$ cat src/posc_pkg.sv
// constants shared by the output steering and chopping stage
// assumes a 32-bit classic wishbone slave port and active-high pwm signals
package posc_pkg;
  // bus geometry
  localparam int ADDR_W = 8;
  localparam int DATA_W = 32;
  localparam int SEL_W = 4;
  // register byte offsets
  localparam logic [7:0] OFS_STEER = 8'h00;
  localparam logic [7:0] OFS_CHOP = 8'h04;
  localparam logic [7:0] OFS_UPDATE = 8'h08;
  localparam logic [7:0] OFS_ACTIVE = 8'h0C;
  localparam logic [7:0] WORD_MASK = 8'hFC;
  // register widths and reset values
  localparam int STEER_W = 9;
  localparam int CHOP_W = 16;
  localparam logic [8:0] STEER_RST = 9'h000;
  localparam logic [15:0] CHOP_RST = 16'h0000;
  localparam logic UPDATE_RST = 1'b0;
  // output_steer_disable fields
  localparam int XOVER_PAIR0_BIT = 8;
  localparam int XOVER_PAIR1_BIT = 7;
  localparam int XOVER_PAIR2_BIT = 6;
  localparam int DIS_PAIR2_HIGH_BIT = 0;
  localparam int DIS_PAIR2_LOW_BIT = 1;
  localparam int DIS_PAIR1_HIGH_BIT = 2;
  localparam int DIS_PAIR1_LOW_BIT = 3;
  localparam int DIS_PAIR0_HIGH_BIT = 4;
  localparam int DIS_PAIR0_LOW_BIT = 5;
  // gate_drive_chop_config fields
  localparam int CHOP_HIGH_BIT = 8;
  localparam int CHOP_LOW_BIT = 9;
  localparam int DIV_LSB = 0;
  localparam int DIV_MSB = 7;
  localparam int DIV_W = 8;
  // update control field
  localparam int DBL_UPDATE_BIT = 0;
  // carrier counter covers half a period of 2*(div+1) cycles
  localparam int CNT_W = DIV_W + 1;
  localparam logic [CNT_W-1:0] CNT_ZERO = 9'h000;
  // level of a pin in its off state
  localparam logic OUT_OFF = 1'b0;
endpackage

$ cat src/posc_chop_carrier.sv
// chopping carrier generator with 50 percent duty
// assumes a divider value that may change at any time; the carrier adapts
`timescale 1ns/10ps
module posc_chop_carrier (
  // clock and reset
  input wire logic i_clk,
  input wire logic i_sys_rst,
  // divider field
  input wire logic [posc_pkg::DIV_W-1:0] i_chop_divider,
  // carrier out
  output logic o_carrier
);
  logic [posc_pkg::CNT_W-1:0] cnt;
  logic [posc_pkg::CNT_W-1:0] half_last;
  logic wrap;

  // half period is 2*(div+1) cycles, so full period is 4*(div+1)
  assign half_last = {i_chop_divider, 1'b1};
  assign wrap = (cnt >= half_last);

  always_ff @(posedge i_clk or posedge i_sys_rst) begin
    if (i_sys_rst) begin
      cnt <= posc_pkg::CNT_ZERO;
      o_carrier <= 1'b0;
    end else if (wrap) begin
      cnt <= posc_pkg::CNT_ZERO;
      o_carrier <= ~o_carrier;
    end else begin
      cnt <= cnt + 1'b1;
    end
  end
endmodule // posc_chop_carrier

$ cat src/posc_top.sv
// output steering, disable and gate-drive chopping stage of a six-output pwm
// assumes timing-unit signals and sync pulses synchronous to i_clk
`timescale 1ns/10ps
module posc_top (
  // clock and reset
  input wire logic i_clk,
  input wire logic i_sys_rst,
  // wishbone slave
  input wire logic i_wb_cyc,
  input wire logic i_wb_stb,
  input wire logic i_wb_we,
  input wire logic [posc_pkg::ADDR_W-1:0] i_wb_adr,
  input wire logic [posc_pkg::SEL_W-1:0] i_wb_sel,
  input wire logic [posc_pkg::DATA_W-1:0] i_wb_dat,
  output logic o_wb_ack,
  output logic [posc_pkg::DATA_W-1:0] o_wb_dat,
  // timing unit signals
  input wire logic i_tu_pair0_high,
  input wire logic i_tu_pair0_low,
  input wire logic i_tu_pair1_high,
  input wire logic i_tu_pair1_low,
  input wire logic i_tu_pair2_high,
  input wire logic i_tu_pair2_low,
  // cycle synchronisation
  input wire logic i_cycle_sync_pulse,
  input wire logic i_cycle_mid_pulse,
  // output pins
  output logic o_pair0_high_pin,
  output logic o_pair0_low_pin,
  output logic o_pair1_high_pin,
  output logic o_pair1_low_pin,
  output logic o_pair2_high_pin,
  output logic o_pair2_low_pin
);
  // software-written shadow of the control word
  logic [posc_pkg::STEER_W-1:0] output_steer_disable;
  logic [posc_pkg::STEER_W-1:0] next_steer;
  // control word in force
  logic [posc_pkg::STEER_W-1:0] active_steer;
  // gate drive configuration
  logic [posc_pkg::CHOP_W-1:0] gate_drive_chop_config;
  logic [posc_pkg::CHOP_W-1:0] next_chop;
  // update mode
  logic double_update;
  logic next_double_update;
  // sync edge detection
  logic sync_prev;
  logic mid_prev;
  logic sync_rise;
  logic mid_rise;
  logic latch_now;

  // bus decode
  logic bus_req;
  logic wr_req;
  logic [posc_pkg::ADDR_W-1:0] word_adr;
  logic hit_steer;
  logic hit_chop;
  logic hit_update;
  logic hit_active;
  logic wr_steer;
  logic wr_chop;
  logic wr_update;
  logic [posc_pkg::DATA_W-1:0] next_rdata;

  assign bus_req = i_wb_cyc & i_wb_stb & ~o_wb_ack;
  assign wr_req = bus_req & i_wb_we;
  assign word_adr = i_wb_adr & posc_pkg::WORD_MASK;
  assign hit_steer = (word_adr == posc_pkg::OFS_STEER);
  assign hit_chop = (word_adr == posc_pkg::OFS_CHOP);
  assign hit_update = (word_adr == posc_pkg::OFS_UPDATE);
  assign hit_active = (word_adr == posc_pkg::OFS_ACTIVE);
  assign wr_steer = wr_req & hit_steer;
  assign wr_chop = wr_req & hit_chop;
  assign wr_update = wr_req & hit_update;

  // byte-lane merge of write data
  assign next_steer[7:0] = (wr_steer & i_wb_sel[0]) ? i_wb_dat[7:0]
                                                     : output_steer_disable[7:0];
  assign next_steer[8] = (wr_steer & i_wb_sel[1]) ? i_wb_dat[8]
                                                  : output_steer_disable[8];
  assign next_chop[7:0] = (wr_chop & i_wb_sel[0]) ? i_wb_dat[7:0]
                                                   : gate_drive_chop_config[7:0];
  assign next_chop[15:8] = (wr_chop & i_wb_sel[1]) ? i_wb_dat[15:8]
                                                    : gate_drive_chop_config[15:8];
  assign next_double_update = (wr_update & i_wb_sel[0]) ? i_wb_dat[posc_pkg::DBL_UPDATE_BIT]
                                                         : double_update;

  // read words per register, zero extended
  logic [posc_pkg::DATA_W-1:0] rd_steer;
  logic [posc_pkg::DATA_W-1:0] rd_chop;
  logic [posc_pkg::DATA_W-1:0] rd_update;
  logic [posc_pkg::DATA_W-1:0] rd_active;

  assign rd_steer = {23'h000000, output_steer_disable};
  assign rd_chop = {16'h0000, gate_drive_chop_config};
  assign rd_update = {31'h00000000, double_update};
  assign rd_active = {23'h000000, active_steer};

  // read data, unmapped words read zero
  assign next_rdata = hit_steer ? rd_steer
                    : hit_chop ? rd_chop
                    : hit_update ? rd_update
                    : hit_active ? rd_active
                    : 32'h00000000;

  // registers written by software
  always_ff @(posedge i_clk or posedge i_sys_rst) begin
    if (i_sys_rst) begin
      output_steer_disable <= posc_pkg::STEER_RST;
    end else begin
      output_steer_disable <= next_steer;
    end
  end

  // gate drive configuration, in force at once
  always_ff @(posedge i_clk or posedge i_sys_rst) begin
    if (i_sys_rst) begin
      gate_drive_chop_config <= posc_pkg::CHOP_RST;
    end else begin
      gate_drive_chop_config <= next_chop;
    end
  end

  // update mode bit
  always_ff @(posedge i_clk or posedge i_sys_rst) begin
    if (i_sys_rst) begin
      double_update <= posc_pkg::UPDATE_RST;
    end else begin
      double_update <= next_double_update;
    end
  end

  // bus answer, one cycle after the request, dropped the cycle after
  always_ff @(posedge i_clk or posedge i_sys_rst) begin
    if (i_sys_rst) begin
      o_wb_ack <= 1'b0;
    end else begin
      o_wb_ack <= bus_req;
    end
  end

  // read data stands with ack only
  always_ff @(posedge i_clk or posedge i_sys_rst) begin
    if (i_sys_rst) begin
      o_wb_dat <= 32'h00000000;
    end else begin
      o_wb_dat <= bus_req ? next_rdata : 32'h00000000;
    end
  end

  // rising edges of the cycle start and midpoint pulses
  assign sync_rise = i_cycle_sync_pulse & ~sync_prev;
  assign mid_rise = i_cycle_mid_pulse & ~mid_prev;
  assign latch_now = sync_rise | (mid_rise & double_update);

  // cycle start pulse history
  always_ff @(posedge i_clk or posedge i_sys_rst) begin
    if (i_sys_rst) begin
      sync_prev <= 1'b0;
    end else begin
      sync_prev <= i_cycle_sync_pulse;
    end
  end

  // midpoint pulse history
  always_ff @(posedge i_clk or posedge i_sys_rst) begin
    if (i_sys_rst) begin
      mid_prev <= 1'b0;
    end else begin
      mid_prev <= i_cycle_mid_pulse;
    end
  end

  // transfer of the shadow into the control in force
  always_ff @(posedge i_clk or posedge i_sys_rst) begin
    if (i_sys_rst) begin
      active_steer <= posc_pkg::STEER_RST;
    end else if (latch_now) begin
      active_steer <= output_steer_disable;
    end
  end

  // crossover bits in force
  logic xover0;
  logic xover1;
  logic xover2;

  assign xover0 = active_steer[posc_pkg::XOVER_PAIR0_BIT];
  assign xover1 = active_steer[posc_pkg::XOVER_PAIR1_BIT];
  assign xover2 = active_steer[posc_pkg::XOVER_PAIR2_BIT];

  // steered signals per pin
  logic steer0_high;
  logic steer0_low;
  logic steer1_high;
  logic steer1_low;
  logic steer2_high;
  logic steer2_low;

  assign steer0_high = xover0 ? i_tu_pair0_low : i_tu_pair0_high;
  assign steer0_low = xover0 ? i_tu_pair0_high : i_tu_pair0_low;
  assign steer1_high = xover1 ? i_tu_pair1_low : i_tu_pair1_high;
  assign steer1_low = xover1 ? i_tu_pair1_high : i_tu_pair1_low;
  assign steer2_high = xover2 ? i_tu_pair2_low : i_tu_pair2_high;
  assign steer2_low = xover2 ? i_tu_pair2_high : i_tu_pair2_low;

  // disable bits in force, one per pin
  logic dis0_high;
  logic dis0_low;
  logic dis1_high;
  logic dis1_low;
  logic dis2_high;
  logic dis2_low;

  assign dis2_high = active_steer[posc_pkg::DIS_PAIR2_HIGH_BIT];
  assign dis2_low = active_steer[posc_pkg::DIS_PAIR2_LOW_BIT];
  assign dis1_high = active_steer[posc_pkg::DIS_PAIR1_HIGH_BIT];
  assign dis1_low = active_steer[posc_pkg::DIS_PAIR1_LOW_BIT];
  assign dis0_high = active_steer[posc_pkg::DIS_PAIR0_HIGH_BIT];
  assign dis0_low = active_steer[posc_pkg::DIS_PAIR0_LOW_BIT];

  // signals after disable, applied on the steered pin signals
  logic gated0_high;
  logic gated0_low;
  logic gated1_high;
  logic gated1_low;
  logic gated2_high;
  logic gated2_low;

  assign gated0_high = dis0_high ? posc_pkg::OUT_OFF : steer0_high;
  assign gated0_low = dis0_low ? posc_pkg::OUT_OFF : steer0_low;
  assign gated1_high = dis1_high ? posc_pkg::OUT_OFF : steer1_high;
  assign gated1_low = dis1_low ? posc_pkg::OUT_OFF : steer1_low;
  assign gated2_high = dis2_high ? posc_pkg::OUT_OFF : steer2_high;
  assign gated2_low = dis2_low ? posc_pkg::OUT_OFF : steer2_low;

  // chopping carrier
  logic carrier;

  posc_chop_carrier u_carrier (
    .i_clk(i_clk),
    .i_sys_rst(i_sys_rst),
    .i_chop_divider(gate_drive_chop_config[posc_pkg::DIV_MSB:posc_pkg::DIV_LSB]),
    .o_carrier(carrier)
  );

  // chop enables and the gating term of each side
  logic chop_high_en;
  logic chop_low_en;
  logic high_gate;
  logic low_gate;

  assign chop_high_en = gate_drive_chop_config[posc_pkg::CHOP_HIGH_BIT];
  assign chop_low_en = gate_drive_chop_config[posc_pkg::CHOP_LOW_BIT];
  assign high_gate = ~chop_high_en | carrier;
  assign low_gate = ~chop_low_en | carrier;

  // final pin values, inactive phase passes unchanged
  logic next_pair0_high;
  logic next_pair0_low;
  logic next_pair1_high;
  logic next_pair1_low;
  logic next_pair2_high;
  logic next_pair2_low;

  assign next_pair0_high = gated0_high & high_gate;
  assign next_pair1_high = gated1_high & high_gate;
  assign next_pair2_high = gated2_high & high_gate;
  assign next_pair0_low = gated0_low & low_gate;
  assign next_pair1_low = gated1_low & low_gate;
  assign next_pair2_low = gated2_low & low_gate;

  // registered pins
  // pair 0 high-side pin
  always_ff @(posedge i_clk or posedge i_sys_rst) begin
    if (i_sys_rst) begin
      o_pair0_high_pin <= posc_pkg::OUT_OFF;
    end else begin
      o_pair0_high_pin <= next_pair0_high;
    end
  end

  // pair 0 low-side pin
  always_ff @(posedge i_clk or posedge i_sys_rst) begin
    if (i_sys_rst) begin
      o_pair0_low_pin <= posc_pkg::OUT_OFF;
    end else begin
      o_pair0_low_pin <= next_pair0_low;
    end
  end

  // pair 1 high-side pin
  always_ff @(posedge i_clk or posedge i_sys_rst) begin
    if (i_sys_rst) begin
      o_pair1_high_pin <= posc_pkg::OUT_OFF;
    end else begin
      o_pair1_high_pin <= next_pair1_high;
    end
  end

  // pair 1 low-side pin
  always_ff @(posedge i_clk or posedge i_sys_rst) begin
    if (i_sys_rst) begin
      o_pair1_low_pin <= posc_pkg::OUT_OFF;
    end else begin
      o_pair1_low_pin <= next_pair1_low;
    end
  end

  // pair 2 high-side pin
  always_ff @(posedge i_clk or posedge i_sys_rst) begin
    if (i_sys_rst) begin
      o_pair2_high_pin <= posc_pkg::OUT_OFF;
    end else begin
      o_pair2_high_pin <= next_pair2_high;
    end
  end

  // pair 2 low-side pin
  always_ff @(posedge i_clk or posedge i_sys_rst) begin
    if (i_sys_rst) begin
      o_pair2_low_pin <= posc_pkg::OUT_OFF;
    end else begin
      o_pair2_low_pin <= next_pair2_low;
    end
  end
endmodule // posc_top

$ cat config.mk
export PLATFORM = sky130hd
export DESIGN_NAME = posc_top
export DESIGN_NICKNAME = d
export VERILOG_FILES = /design/src/posc_pkg.sv /design/src/posc_chop_carrier.sv /design/src/posc_top.sv
export SDC_FILE = /design/constraint.sdc
export NUM_CORES = 1
export LEC_CHECK = 0
export ABC_AREA = 1
export BUFFER_PORTS_ARGS = -buffer_cell sky130_fd_sc_hd__buf_2
export CORE_MARGIN = 4
export CORE_UTILIZATION = 52
export DETAILED_ROUTE_END_ITERATION = 16
export GPL_ROUTABILITY_DRIVEN = 0
export GPL_TIMING_DRIVEN = 0
export PLACE_DENSITY = 0.86
export RECOVER_POWER = 25
export SYNTH_ARGS = -nofsm -noshare
export SYNTH_HDL_FRONTEND = slang
export SYNTH_SLANG_ARGS = --single-unit
export TNS_END_PERCENT = 5
$ cat constraint.sdc
create_clock -name i_clk -period 2.49 [get_ports i_clk]
set_clock_uncertainty 0.1 [all_clocks]
set_input_delay 0.1245 -clock i_clk [delete_from_list [all_inputs] [get_ports i_clk]]
set_output_delay 0.1245 -clock i_clk [all_outputs]
set_load 0.05 [all_outputs]
* Word-level counts from Yosys, hierarchy flattened
Cells that the tools add are included.
** Operators by class
- Order comparisons :: 1
- Bitwise gates (word level) :: 29
- $add $sub $neg :: 1
- Reduce and logical (&&, ||, !) cells :: 1
- Equal/unequal tests :: 3
- Multiplexer cells :: 18
** Operator list (number)
- 16-bit 2-to-1 mux :: 3
- 9-bit 2-to-1 mux :: 3
- 1-bit AND :: 20
- 6-bit by 2-bit == test with 1-bit output (second input constant) :: 2
- 1-bit 2-to-1 mux :: 12
- 9-bit by 1-bit adder with 9-bit output (second input constant) :: 1
- 9-bit >= comparator :: 1
- 8-bit zero test :: 1
- 6-bit by 1-bit == test with 1-bit output (second input constant) :: 1
- 1-bit NOT :: 6
- 1-bit OR :: 3
** Word-level totals
- Output and inout port bits :: 39
- Flip-flop bits (word level) :: 70
- Input bits :: 57
- Logic and storage cells :: 71

* Depth between registers and ports, before layout
- Word-level depth :: 6
- Gate-level depth with buffers :: 10
- Mapped depth without buffers :: 10

* Cells and area by module
From an unflattened synthesis, not the netlist that was laid out.
** Second synthesis, totals
- Cell total of the unflattened synthesis :: 407
- Area total of the unflattened synthesis :: 3573.4 um2
** By module, submodules not included
- posc_top :: area each 2821.5 um2, cells an instance 311, seq. area each 1501.4 um2, instances 1
- posc_chop_carrier :: area each 752.0 um2, cells an instance 96, seq. area each 250.2 um2, instances 1

* Least setup slack after synthesis
OpenSTA, ideal clock, no wires.
- Kind :: flip-flop to flip-flop
- Start point :: reg o_wb_ack
- End point :: reg output_steer_disable[1] (netlist name)
- Cell stages (with the launch flop) :: 8
- Slack :: 0.859 ns
- Required time :: 2.272 ns
- Library setup time :: 0.118 ns
- Path buffers :: 1
- Arrival time :: 1.412 ns
- Period minus slack after synthesis :: 1.631 ns
- Cell sequence :: dfrtp_1 -> inv_1 -> nand4_4 -> nor2_4 -> nand2_2 -> buf_6 -> nand2_2 -> o21ai_2
** On the way
- Word-level cells in the longest chain between the ends :: 5
** Ends and longest elaborated chain
- from (decl) :: line posc_top.sv:15 : output logic o_wb_ack,
- from (signal assigned) :: line posc_top.sv:139 : o_wb_ack <= bus_req;
- 1-bit NOT :: line posc_top.sv:66 : assign bus_req = i_wb_cyc & i_wb_stb & ~o_wb_ack;
- 1-bit AND :: line posc_top.sv:66
- 1-bit AND :: line posc_top.sv:67 : assign wr_req = bus_req & i_wb_we;
- 1-bit AND :: line posc_top.sv:73 : assign wr_steer = wr_req & hit_steer;
- 1-bit AND :: line posc_top.sv:78 : assign next_steer[7:0] = (wr_steer & i_wb_sel[0]) ? i_wb_dat[7:0]
- to (signal assigned) :: line posc_top.sv:110 : output_steer_disable <= posc_pkg::STEER_RST;
- to (signal assigned) :: line posc_top.sv:112 : output_steer_disable <= next_steer;
- to (decl) :: line posc_top.sv:36 : logic [posc_pkg::STEER_W-1:0] output_steer_disable;
Every way passes these cells.
A chain may end at the register's enable or synchronous reset.

* Worst setup path in the final report
- Start point :: reg gate_drive_chop_config[7] (netlist name)
- End point :: reg u_carrier.o_carrier
** On the way
- Word-level cells in the longest chain between the ends :: 1
** Ends and longest elaborated chain
- from (decl) :: line posc_top.sv:41 : logic [posc_pkg::CHOP_W-1:0] gate_drive_chop_config;
- from (signal assigned) :: line posc_top.sv:119 : gate_drive_chop_config <= posc_pkg::CHOP_RST;
- from (signal assigned) :: line posc_top.sv:121 : gate_drive_chop_config <= next_chop;
- 9-bit >= comparator :: line posc_chop_carrier.sv:19 : assign wrap = (cnt >= half_last);
- to (signal assigned) :: line posc_chop_carrier.sv:27 : o_carrier <= ~o_carrier;
- to (decl) :: line posc_chop_carrier.sv:11 : output logic o_carrier
Every way passes these cells.

==> flow_summary.json <==
{
  "nets": 575,
  "syn2layout_area_growth_pct": 23.6,
  "hpwl_mm": 5.50,
  "rows": 29,
  "fillCellCount": 497,
  "cts.clk_slew.worst_paths_ns": 0.07,
  "worstMarginPinSlew_ns": 0.838,
  "worstSkewPairLatency_ns": 0.34,
  "grt-ovfl-total": 0,
  "die_w_um": 90.1,
  "dieArea_mm2": 0.00811,
  "clockBufferDepth": 2,
  "hp-class": "in -> reg",
  "seq_area_frac_synth": 0.500,
  "rsz0062_at_grt": "no",
  "n_antenna_cell": 0,
  "worstPathBufferInverterCount": 2,
  "numPortBuffers": 59,
  "start_util": 0.542,
  "setup_tns_ns": 0,
  "clockRootBuffer": "clkbuf_8",
  "setup_viol_count_final": 0,
  "drtIter0Drc": 177,
  "seq_area_mm2": 0.00175,
  "routedWlPerCell_um": 13.5,
  "synth_area_mm2": 0.00350,
  "path_cells": "inv_1 > ha_1 > nand2_1 > inv_1 > a21oi_1 > nand3_1 > nand2_1 > nand2_1",
  "syn_avg_cell_area_um2": 8.65,
  "cts_hold_buffers": 19,
  "vdd_ir_drop_max_uv": 450,
  "cts_setup_buffers": 0,
  "slew_headroom": 0.441,
  "yosysWarnings": 0,
  "slew_violations": 0,
  "path_max_fanout": 9,
  "hold_violations": 0,
  "track_usage": 0.207,
  "ios": 96,
  "synth_seq_cells": 70,
  "wl_mm": 7.94,
  "holdWs_ns": 0.0204,
  "grt_max_degree": 71,
  "cts_buffers": 9,
  "grt_pass1_wl_mm": 13.6,
  "viasPerCell": 4.90,
  "grt_antenna_before_repair": 0,
  "dp_cells": 556,
  "cp_slowest_cell": "dfrtp_1",
  "ant_nets": 0,
  "crit_family": "simple AND/OR/NAND/NOR gates",
  "die-height_um": 90.1,
  "crit_arrival_ns": 1.98,
  "criticalPathCategory": "reg -> reg",
  "grt_pass1_vias": 2963,
  "powerDensity_mw_per_mm2": 662,
  "drive_gt1_frac": 0.209,
  "slowest_delay_ns": 0.39,
  "outcome": "finished, final reports clean",
  "cap_viol_max_count": 0,
  "synth.distinct_cells": 30,
  "multi_input_area_mm2": 0.00136,
  "mostFrequentLayoutCell": "nand2_1",
  "cts_tree": "done",
  "dr.pass1.iters": 5,
  "syn_inst": 405,
  "coreArea_mm2": 0.00646,
  "cts_max_level": 3,
  "start_kind": "flop",
  "fin_crit_ns": 1.86,
  "max_freq_mhz": 538,
  "instances_no_fill": 590,
  "fin_crit_sh": 0.746,
  "final_cell_mix": "nand2_1 (82), dfrtp_1 (70), inv_1 (67), nor2_1 (37), buf_2 (37)",
  "cts.sinks": 70,
  "post-route-drc-count": 0,
  "p_leak_nw": 2.28,
  "critPathRequiredTime_ns": 2.61,
  "vias": 2893,
  "crit_path_end_kind": "flop",
  "finalPower_mw": 2.87,
  "cts_resized": 0,
  "crit_top_cell": "nand2_1"
}
==> tightest hold or removal path, cell delays in order <==
cell	delay, ns
buf_2	0.11
o21ai_0	0.14
nor3_1	0.05
==> state kept, by name (all words and copies together), names as in the netlist, 9 cells and up <==
name,flops
u_carrier.cnt,9
output_steer_disable,9
active_steer,9
o_wb_dat,16
gate_drive_chop_config,16
==> synthesized netlist by cell type, drive strengths merged <==
cell | count | share of area
nand4 | 13 | 0.029
clkbuf | 1 | 0.0011
conb | 1 | 0.0011
xnor2 | 2 | 0.0050
nand3b | 1 | 0.0021
nor3 | 19 | 0.035
nand3 | 18 | 0.029
dfrtp | 70 | 0.50
o21ai | 43 | 0.080
inv | 70 | 0.075
xor2 | 3 | 0.0075
ha | 9 | 0.032
a21oi | 4 | 0.0057
clkinv | 1 | 0.0011
nor2 | 41 | 0.051
nand2 | 87 | 0.097
buf | 22 | 0.049
==> worst paths after layout <==
path	slack [ns]	end	from	depth (start not counted)
worst max-delay path	0.63	u_carrier.o_carrier	gate_drive_chop_config[7]	8
worst min-delay path	0.02	o_pair2_low_pin	i_tu_pair2_low	3
worst max register to register	0.63	u_carrier.o_carrier	gate_drive_chop_config[7]	8
worst min register to register	0.37	o_pair2_high_pin	active_steer[0]	1
max in group asynchronous	1.33	output_steer_disable[7]	i_sys_rst	3
min in group asynchronous	0.40	u_carrier.cnt[0]	i_sys_rst	3
==> layout make-up <==
| class | instances | area share |
|---|---|---|
| Inverter | 71 | 0.0621 |
| Clock buffer | 11 | 0.0350 |
| Buffer | 23 | 0.0405 |
| Tap cell | 77 | 0.0222 |
| Clock inverter | 4 | 0.0162 |
| Sequential cell | 70 | 0.405 |
| Timing Repair Buffer | 78 | 0.105 |
| Multi-Input combinational cell | 256 | 0.314 |
==> report_power, final <==
group,internal [mW],total [mW],switching (mW)
Sequential,1.21,1.27,0.0534
Clock,0.610,1.02,0.411
Combinational,0.170,0.580,0.409
Total,1.99,2.87,0.874
==> metal layers <==
layer / vias up / part of all wire / track usage
met3: 13 / 0.065 / 0.0409
met4: 0 / 0.018 / 0.0982
met1: 1331 / 0.42 / 0.252
met5: - / 0 / 0
met2: 99 / 0.50 / 0.355
li1: 1450 / - / -
==> cell families (layout without fill, tap and decap cells) <==
kind of cell / Yosys count / in the layout / share of synthesized area
AO/OA/AOI/OAI: 47 / 47 / 0.0854
buffers and inverters: 94 / 187 / 0.126
flip-flops: 70 / 70 / 0.500
AND/OR/NAND/NOR: 179 / 179 / 0.243
adder cells (fa/ha/maj): 9 / 9 / 0.0321
XOR/XNOR: 5 / 5 / 0.0125
other: 1 / 16 / 0.00107
==> per-stage QoR <==
step | utilization | worst slack [ns] | instance area (um^2)
floorplan | - | 0.497 | 3560
finish | 0.670 | 0.632 | 4330
global route | 0.670 | 0.471 | 4330
CTS | 0.676 | 0.642 | 4370
global placement | 0.612 | -0.246 | 3950
detailed placement | 0.612 | 0.664 | 3950
Power figures use the tool's default switching activity.
